File: src/include/dmas_consts.svh
// dma event status block: register offsets, field positions, reset values.
// assumes inclusion by bare name from design files; definitions only.
`ifndef DMAS_CONSTS_SVH
`define DMAS_CONSTS_SVH

// axi4-lite address width and register byte offsets
`define DMAS_ADDR_W 8
`define DMAS_OFS_STATUS 8'h00
`define DMAS_OFS_CLEAR 8'h04
`define DMAS_OFS_ENABLE 8'h08

// channels held here and flag slots per channel
`define DMAS_CH_LO 2
`define DMAS_CH_HI 4
`define DMAS_BITS_PER_CH 4

// field position inside one channel nibble
`define DMAS_FLD_ANY 0
`define DMAS_FLD_DONE 1
`define DMAS_FLD_HALF 2
`define DMAS_FLD_ERR 3

// reset values
`define DMAS_RST_STATUS 32'h0000_0000
`define DMAS_RST_ENABLE 32'h0000_0000
`define DMAS_RST_FLAGS 4'h0

`endif

File: src/include/dmas_pkg.sv
// dma event status block: shared types.
// assumes dmas_consts.svh is on the include path.
package dmas_pkg;

    // one-cycle event strobes of one channel from the dma engine
    typedef struct packed {
        logic error;
        logic half;
        logic done;
    } dmas_evt_s;

    // flags of one channel, bit 0 is the any-event flag
    typedef struct packed {
        logic error;
        logic half;
        logic done;
        logic any;
    } dmas_flags_s;

    // axi4-lite response codes
    typedef enum logic [1:0] {
        DMAS_OKAY = 2'b00,
        DMAS_SLVERR = 2'b10,
        DMAS_DECERR = 2'b11
    } dmas_resp_e;

endpackage

File: src/hdl/dmas_flag_cell.sv
// dma event status block: sticky flags of one channel.
// assumes events and clears come from logic on the same clock.
`include "dmas_consts.svh"

module dmas_flag_cell
    import dmas_pkg::*;
(
    // clock and reset
    input wire logic clk,
    input wire logic sys_rst,
    // events and write-one-to-clear nibble
    input wire dmas_evt_s evt,
    input wire logic [3:0] clr,
    // stored flags
    output dmas_flags_s flags
);

    wire logic [3:0] set_w;
    wire logic [3:0] clr_eff_w;
    wire logic [3:0] flags_nxt;

    // any-event flag follows every event of the channel
    assign set_w = {evt.error, evt.half, evt.done, evt.error | evt.half | evt.done};
    // global clear wipes all four flags together
    assign clr_eff_w = clr | {4{clr[`DMAS_FLD_ANY]}};
    // set after clear so a coinciding event survives
    assign flags_nxt = (flags & ~clr_eff_w) | set_w;

    always_ff @(posedge clk or posedge sys_rst) begin
        if (sys_rst) begin
            flags <= `DMAS_RST_FLAGS;
        end else begin
            flags <= flags_nxt;
        end
    end

endmodule

File: src/hdl/dmas_status_top.sv
// dma event status block: flags of channels 2..4, axi4-lite slave, interrupt.
// assumes event strobes come from the dma engine on clk, one cycle each.
//
// Summary of operation
// - channel 2 half-transfer flag, bit 10, set by hardware, read-only.
// - channel 2 transfer-error flag, bit 11, set by hardware on error.
// - channel 3 any-event flag, bit 12, set on any event, else zero.
// - channel 3 transfer-complete flag, bit 13, set when transfer finishes.
// - channel 3 half flag at bit 14, error flag at bit 15.
// - channel 4 any, done, half, error flags at bits 16 to 19.
// - a flag stays set until software writes one to its clear bit.
// - all event flags are zero after reset.
// - writing one to a channel's global clear bit clears its four flags.
//
// The register offsets and the AXI4-Lite register port were chosen for this implementation.
`include "dmas_consts.svh"

module dmas_status_top
    import dmas_pkg::*;
(
    // clock and reset
    input wire logic clk,
    input wire logic sys_rst,
    // event strobes from the dma engine, one per channel
    input wire dmas_evt_s evt_i [`DMAS_CH_HI:`DMAS_CH_LO],
    // axi4-lite write address
    input wire logic s_axi_awvalid,
    output logic s_axi_awready,
    input wire logic [`DMAS_ADDR_W-1:0] s_axi_awaddr,
    // axi4-lite write data
    input wire logic s_axi_wvalid,
    output logic s_axi_wready,
    input wire logic [31:0] s_axi_wdata,
    input wire logic [3:0] s_axi_wstrb,
    // axi4-lite write response
    output logic s_axi_bvalid,
    input wire logic s_axi_bready,
    output logic [1:0] s_axi_bresp,
    // axi4-lite read address
    input wire logic s_axi_arvalid,
    output logic s_axi_arready,
    input wire logic [`DMAS_ADDR_W-1:0] s_axi_araddr,
    // axi4-lite read data
    output logic s_axi_rvalid,
    input wire logic s_axi_rready,
    output logic [31:0] s_axi_rdata,
    output logic [1:0] s_axi_rresp,
    // interrupt
    output logic irq
);

    ////////////////////////////////////////////////////////////////////////////
    // bit positions used by the checks below

    localparam int B_CH2_HALF = 2 * `DMAS_BITS_PER_CH + `DMAS_FLD_HALF;
    localparam int B_CH2_ERR = 2 * `DMAS_BITS_PER_CH + `DMAS_FLD_ERR;
    localparam int B_CH3_ANY = 3 * `DMAS_BITS_PER_CH + `DMAS_FLD_ANY;
    localparam int B_CH3_DONE = 3 * `DMAS_BITS_PER_CH + `DMAS_FLD_DONE;
    localparam int B_CH3_HALF = 3 * `DMAS_BITS_PER_CH + `DMAS_FLD_HALF;
    localparam int B_CH3_ERR = 3 * `DMAS_BITS_PER_CH + `DMAS_FLD_ERR;
    localparam int B_CH4_ANY = 4 * `DMAS_BITS_PER_CH + `DMAS_FLD_ANY;
    localparam int B_CH4_ERR = 4 * `DMAS_BITS_PER_CH + `DMAS_FLD_ERR;
    localparam int B_CH2_ANY = 2 * `DMAS_BITS_PER_CH + `DMAS_FLD_ANY;
    localparam int B_CH4_DONE = 4 * `DMAS_BITS_PER_CH + `DMAS_FLD_DONE;
    localparam int B_CH4_HALF = 4 * `DMAS_BITS_PER_CH + `DMAS_FLD_HALF;

    ////////////////////////////////////////////////////////////////////////////
    // write channel state

    logic aw_full_r;
    logic w_full_r;
    logic [`DMAS_ADDR_W-1:0] awaddr_r;
    logic [31:0] wdata_r;
    logic [3:0] wstrb_r;
    logic [31:0] en_r;

    wire logic aw_take;
    wire logic w_take;
    wire logic do_wr;
    wire logic aw_full_nxt;
    wire logic w_full_nxt;
    wire logic bvalid_nxt;
    wire logic [31:0] strb_mask;
    wire logic [31:0] wr_bits;
    wire logic wr_status;
    wire logic wr_clear;
    wire logic wr_enable;
    wire logic [31:0] clr_vec;
    wire logic [31:0] en_nxt;
    wire dmas_resp_e bresp_nxt;

    assign aw_take = s_axi_awvalid & s_axi_awready;
    assign w_take = s_axi_wvalid & s_axi_wready;
    // both halves held and no response pending
    assign do_wr = aw_full_r & w_full_r & ~s_axi_bvalid;
    assign aw_full_nxt = aw_full_r ? ~do_wr : aw_take;
    assign w_full_nxt = w_full_r ? ~do_wr : w_take;
    assign bvalid_nxt = do_wr | (s_axi_bvalid & ~s_axi_bready);

    assign strb_mask = {{8{wstrb_r[3]}}, {8{wstrb_r[2]}}, {8{wstrb_r[1]}}, {8{wstrb_r[0]}}};
    assign wr_bits = wdata_r & strb_mask;

    assign wr_status = {awaddr_r[`DMAS_ADDR_W-1:2], 2'b00} == `DMAS_OFS_STATUS;
    assign wr_clear = {awaddr_r[`DMAS_ADDR_W-1:2], 2'b00} == `DMAS_OFS_CLEAR;
    assign wr_enable = {awaddr_r[`DMAS_ADDR_W-1:2], 2'b00} == `DMAS_OFS_ENABLE;

    // clear word is a one-cycle pulse, zero bits have no effect
    assign clr_vec = (do_wr & wr_clear) ? wr_bits : 32'h0000_0000;
    assign en_nxt = (do_wr & wr_enable) ? ((en_r & ~strb_mask) | wr_bits) : en_r;
    // status is read-only: write accepted with okay, contents dropped
    assign bresp_nxt = (wr_status | wr_clear | wr_enable) ? DMAS_OKAY : DMAS_DECERR;

    always_ff @(posedge clk or posedge sys_rst) begin
        if (sys_rst) begin
            aw_full_r <= 1'b0;
            w_full_r <= 1'b0;
            s_axi_awready <= 1'b0;
            s_axi_wready <= 1'b0;
            s_axi_bvalid <= 1'b0;
            s_axi_bresp <= DMAS_OKAY;
        end else begin
            aw_full_r <= aw_full_nxt;
            w_full_r <= w_full_nxt;
            s_axi_awready <= ~aw_full_nxt & ~bvalid_nxt;
            s_axi_wready <= ~w_full_nxt & ~bvalid_nxt;
            s_axi_bvalid <= bvalid_nxt;
            if (do_wr) begin
                s_axi_bresp <= bresp_nxt;
            end
        end
    end

    always_ff @(posedge clk or posedge sys_rst) begin
        if (sys_rst) begin
            awaddr_r <= '0;
            wdata_r <= 32'h0000_0000;
            wstrb_r <= 4'h0;
            en_r <= `DMAS_RST_ENABLE;
        end else begin
            if (aw_take) begin
                awaddr_r <= s_axi_awaddr;
            end
            if (w_take) begin
                wdata_r <= s_axi_wdata;
                wstrb_r <= s_axi_wstrb;
            end
            en_r <= en_nxt;
        end
    end

    ////////////////////////////////////////////////////////////////////////////
    // per-channel flags

    dmas_flags_s flags_w [`DMAS_CH_HI:`DMAS_CH_LO];
    wire logic [31:0] status_w;

    // bits of channels outside this block read as zero
    assign status_w[`DMAS_CH_LO*`DMAS_BITS_PER_CH-1:0] = '0;
    assign status_w[31:(`DMAS_CH_HI+1)*`DMAS_BITS_PER_CH] = '0;

    genvar ch;
    generate
        for (ch = `DMAS_CH_LO; ch <= `DMAS_CH_HI; ch++) begin : g_ch
            dmas_flag_cell u_cell (
                .clk(clk),
                .sys_rst(sys_rst),
                .evt(evt_i[ch]),
                .clr(clr_vec[ch*`DMAS_BITS_PER_CH +: `DMAS_BITS_PER_CH]),
                .flags(flags_w[ch])
            );
            assign status_w[ch*`DMAS_BITS_PER_CH +: `DMAS_BITS_PER_CH] = flags_w[ch];
        end
    endgenerate

    ////////////////////////////////////////////////////////////////////////////
    // read channel

    wire logic ar_take;
    wire logic rvalid_nxt;
    wire logic [`DMAS_ADDR_W-1:0] rd_word;
    wire logic [31:0] rd_data;
    wire dmas_resp_e rd_resp;

    assign ar_take = s_axi_arvalid & s_axi_arready;
    assign rvalid_nxt = ar_take | (s_axi_rvalid & ~s_axi_rready);
    assign rd_word = {s_axi_araddr[`DMAS_ADDR_W-1:2], 2'b00};
    // clear register is write-only and reads as zero
    assign rd_data = (rd_word == `DMAS_OFS_STATUS) ? status_w :
                     (rd_word == `DMAS_OFS_ENABLE) ? en_r : 32'h0000_0000;
    assign rd_resp = (rd_word == `DMAS_OFS_STATUS || rd_word == `DMAS_OFS_CLEAR ||
                      rd_word == `DMAS_OFS_ENABLE) ? DMAS_OKAY : DMAS_DECERR;

    always_ff @(posedge clk or posedge sys_rst) begin
        if (sys_rst) begin
            s_axi_arready <= 1'b0;
            s_axi_rvalid <= 1'b0;
            s_axi_rdata <= 32'h0000_0000;
            s_axi_rresp <= DMAS_OKAY;
        end else begin
            s_axi_arready <= ~rvalid_nxt;
            s_axi_rvalid <= rvalid_nxt;
            if (ar_take) begin
                s_axi_rdata <= rd_data;
                s_axi_rresp <= rd_resp;
            end
        end
    end

    ////////////////////////////////////////////////////////////////////////////
    // interrupt: registered, so it trails the flag by one cycle

    always_ff @(posedge clk or posedge sys_rst) begin
        if (sys_rst) begin
            irq <= 1'b0;
        end else begin
            irq <= |(status_w & en_r);
        end
    end

    ////////////////////////////////////////////////////////////////////////////
    // checks

    wire logic ch3_ev;
    wire logic [31:0] ev_vec;
    wire logic [31:0] clr_span;

    assign ch3_ev = evt_i[3].done | evt_i[3].half | evt_i[3].error;
    assign ev_vec = {12'h000,
                     evt_i[4].error, evt_i[4].half, evt_i[4].done,
                     evt_i[4].done | evt_i[4].half | evt_i[4].error,
                     evt_i[3].error, evt_i[3].half, evt_i[3].done, ch3_ev,
                     evt_i[2].error, evt_i[2].half, evt_i[2].done,
                     evt_i[2].done | evt_i[2].half | evt_i[2].error,
                     8'h00};
    // a global clear bit reaches all four flags of its channel
    assign clr_span = clr_vec | {12'h000, {4{clr_vec[B_CH4_ANY]}}, {4{clr_vec[B_CH3_ANY]}},
                                 {4{clr_vec[B_CH2_ANY]}}, 8'h00};
endmodule

File: config.mk
export PLATFORM = sky130hd
export DESIGN_NAME = dmas_status_top
export DESIGN_NICKNAME = d
export VERILOG_FILES = /design/src/include/dmas_pkg.sv /design/src/hdl/dmas_flag_cell.sv /design/src/hdl/dmas_status_top.sv
export VERILOG_INCLUDE_DIRS = /design/src /design/src/include
export SDC_FILE = /design/constraint.sdc
export NUM_CORES = 1
export LEC_CHECK = 0
export BUFFER_PORTS_ARGS = -buffer_cell sky130_fd_sc_hd__buf_4
export CAP_MARGIN = 30
export CORE_MARGIN = 2
export CORE_UTILIZATION = 28
export CTS_CLUSTER_SIZE = 30
export DETAILED_ROUTE_END_ITERATION = 16
export GPL_TIMING_DRIVEN = 1
export MAX_ROUTING_LAYER = met4
export RECOVER_POWER = 25
export SLEW_MARGIN = 20
export SYNTH_ARGS = -nofsm -noshare
export SYNTH_HDL_FRONTEND = slang
export SYNTH_SLANG_ARGS = --single-unit
File: constraint.sdc
create_clock -name clk -period 5.2 [get_ports clk]
set_clock_uncertainty 0.2 [all_clocks]
set_input_delay 1.04 -clock clk [delete_from_list [all_inputs] [get_ports clk]]
set_output_delay 1.04 -clock clk [all_outputs]
set_load 0.02 [all_outputs]
==> results.json <==
{
  "clockRootBuffer": "clkbuf_16",
  "antenna_found_initial": 0,
  "min_period_over_period_pct": 57.1,
  "place_area_um2": 6050,
  "synth_nets": 425,
  "final_nets": 536,
  "max-vdd-ir-drop_mv": 0.238,
  "row_count": 49,
  "violations": "capacitance limit, slew limit",
  "start_util_pct": 28.3,
  "finalWorstPathRequiredPeriod_ns": 2.97,
  "path_class": "primary input to async pin",
  "clkTransAtPathRegs_ns": 0.06,
  "reg2reg_from": "awaddr_r[6]$_DFFE_PP0P_",
  "leakage_nw": 3.14,
  "path_buf_inv": 3,
  "finalHoldViolations": 0,
  "crit_chain": "clkbuf_4 > clkinvlp_2 > buf_4",
  "overflow": 0,
  "avgSynthCellArea_um2": 14.1,
  "cp.required_ns": 5.53,
  "grt_max_degree": 60,
  "postLayoutCellArea_um2": 6630,
  "cts_tree": "done",
  "die-width_um": 138,
  "route.detailed.drc": 0,
  "synth_seq_cells": 128,
  "rsz0062_at_grt": "false",
  "portBuffers": 105,
  "critPathMaxFanout": 59,
  "first_pass_iters": 4,
  "clkSinkCount": 128,
  "dpl.hpwl_mm": 7.83,
  "tns_ns": 0,
  "end_kind": "async pin",
  "diodes": 0,
  "vias": 3160,
  "syn_inst": 357,
  "drive_gt1_share_pct": 49.6,
  "p_per_area_nw_per_um2": 495,
  "max_stage_delay_ns": 1.48,
  "die_h_um": 138,
  "synth-seq-area-share_pct": 63.6,
  "min_path_cells": 2,
  "min_to": "s_axi_rdata[13]$_DFFE_PP0P_",
  "area_growth_pct": 31.5,
  "postCtsResizedCells": 0,
  "fmax_mhz": 337,
  "routed_via_density": 4.46,
  "arrival_ns": 3.30,
  "cts_buffer_depth": 2,
  "slew_violations": 60,
  "cts_hold_buf": 0,
  "synth_area_um2": 5040,
  "reg2reg_depth": 4,
  "ys_warn_count": 0,
  "numCtsBuffers": 17,
  "post_drt_wl_per_cell_um": 15.5,
  "clk_latency_ns": 0.41,
  "grt_pass1_vias": 3460,
  "post_cts_buffers": 0,
  "grt_pass1_wl_mm": 18.1,
  "r2r_setup_slack_ns": 2.72,
  "cp.depth": 3,
  "dieArea_um2": 19100,
  "cts_max_level": 4,
  "drtAntennaViolNets": 0,
  "place.gp.congestion": 0.750,
  "worstHoldStart": "s_axi_rdata[13]$_DFFE_PP0P_",
  "grt_usage_pct": 12.4,
  "tightest_slew_ns": 2.62,
  "drtIter0Drc": 114,
  "slew-limit-headroom_pct": -75.3,
  "max_cap_violations": 1,
  "crit_family": "buffers and inverters",
  "core_area_um2": 17800,
  "cpMaxStageDelayCell": "clkinvlp_2",
  "hold_path_class": "flip-flop to flip-flop",
  "ios": 110,
  "yosysUniqueCellTypes": 31,
  "startpoint_type": "primary input",
  "finalSetupViolCount": 0,
  "wl_mm": 11.0,
  "hold_slack_ns": 0.285,
  "status": "finished with violations"
}
[placed cells by master (no fill, tap or decap), types with 2 or more instances in the layout]
| cell type | instances |
|---|---|
| dfrtp_1 | 128 |
| buf_4 | 105 |
| mux2_2 | 74 |
| o21ai_0 | 26 |
| nand2_1 | 20 |
| a22o_2 | 20 |
| clkbuf_16 | 17 |
| nor2_1 | 12 |
| mux2i_1 | 12 |
| nand2b_1 | 9 |
| inv_1 | 6 |
| nor2b_1 | 5 |
| clkinvlp_4 | 4 |
| a21oi_1 | 3 |
| nor3_1 | 3 |
| a22o_1 | 3 |
| a221oi_1 | 3 |
| and3_1 | 3 |
| clkinv_4 | 3 |
| bufinv_16 | 3 |
| nand4_1 | 2 |
| clkbuf_1 | 2 |
| clkinv_2 | 2 |
| clkbuf_4 | 2 |
[worst min-delay path, stage by stage, from the launching register on]
cell and delay, ns:
dfrtp_1 0.34, nand2_1 0.05, o21ai_0 0.06
[how the worst max path moves through the flow]
| stage | endpoint | slack, ns | startpoint |
|---|---|---|---|
| 6_report | async pin | 2.23 | sys_rst |
| 5_1_grt | wdata_r[24]$_DFFE_PP0P_ | 1.73 | sys_rst |
| 4_1_cts | s_axi_rdata[27]$_DFFE_PP0P_ | 2.55 | s_axi_araddr[7] |
| 3_5_place_dp | s_axi_rdata[27]$_DFFE_PP0P_ | 2.11 | s_axi_araddr[7] |
| 3_3_place_gp | s_axi_rdata[27]$_DFFE_PP0P_ | 2.13 | s_axi_araddr[7] |
| 2_1_floorplan | async pin | 0.55 | sys_rst |
[routing by layer]
layer	vias to the layer above	track usage (%)	share of wire, %
li1	1493	-	-
met1	1579	14.7	44
met2	77	20.4	50
met3	11	3.91	4.5
met4	0	3.60	1.1
met5	-	-	0
[kinds of logic (layout without fill, tap and decap cells)]
family          after synthesis  in the layout  share of synthesized area (%)
flops                       128            128                           63.6
mux                          86             86                           18.9
simple gates                 63             63                           6.68
compound gates               56             56                           8.02
buf+inv                      24            147                           2.81
[per-stage QoR]
stage,worst slack [ns],total power [W],util [%],cells
floorplan,0.547,0.00189,-,357
global placement,2.13,0.00208,33.9,677
detailed placement,2.11,0.00212,34.0,678
CTS,2.55,0.00334,37.3,709
global route,1.73,0.00347,37.3,709
finish,2.23,0.00328,37.3,709
[synthesized netlist by cell type]
cell / instances / area share, %
and3_1: 3 / 0.37
buf_4: 7 / 1.0
nor2_1: 12 / 0.89
nand4_1: 2 / 0.25
a21oi_1: 3 / 0.30
nor2_4: 1 / 0.22
nand3_2: 1 / 0.20
inv_1: 7 / 0.52
and3b_1: 1 / 0.17
or2_2: 1 / 0.12
a22o_1: 3 / 0.52
mux2_2: 74 / 17
buf_2: 1 / 0.099
dfrtp_1: 128 / 64
or3_4: 1 / 0.22
nor3_1: 3 / 0.30
mux2i_1: 12 / 2.4
nand2_1: 20 / 1.5
and2_1: 1 / 0.12
a221oi_1: 3 / 0.52
o21ai_0: 26 / 2.6
clkbuf_2: 1 / 0.099
or4_4: 1 / 0.22
nor4_2: 1 / 0.25
clkbuf_1: 5 / 0.37
nand3_1: 1 / 0.099
nand2b_1: 9 / 1.1
a31oi_1: 1 / 0.12
a22o_2: 20 / 4.0
buf_6: 3 / 0.67
nor2b_1: 5 / 0.62
[cell type report]
class	count	area (µm²)
Tap cell	229	287
Clock inverter	13	165
Clock buffer	18	429
Inverter	7	27.5
Sequential cell	128	3200
Fill cell	1709	11200
Timing Repair Buffer	109	827
Multi-Input combinational cell	205	1690
[where the power goes]
group          switching, W  internal, W
Combinational      0.000260     0.000362
Sequential         0.000180      0.00128
Clock              0.000446     0.000752
Note: power is estimated with default switching activity, not from simulation.
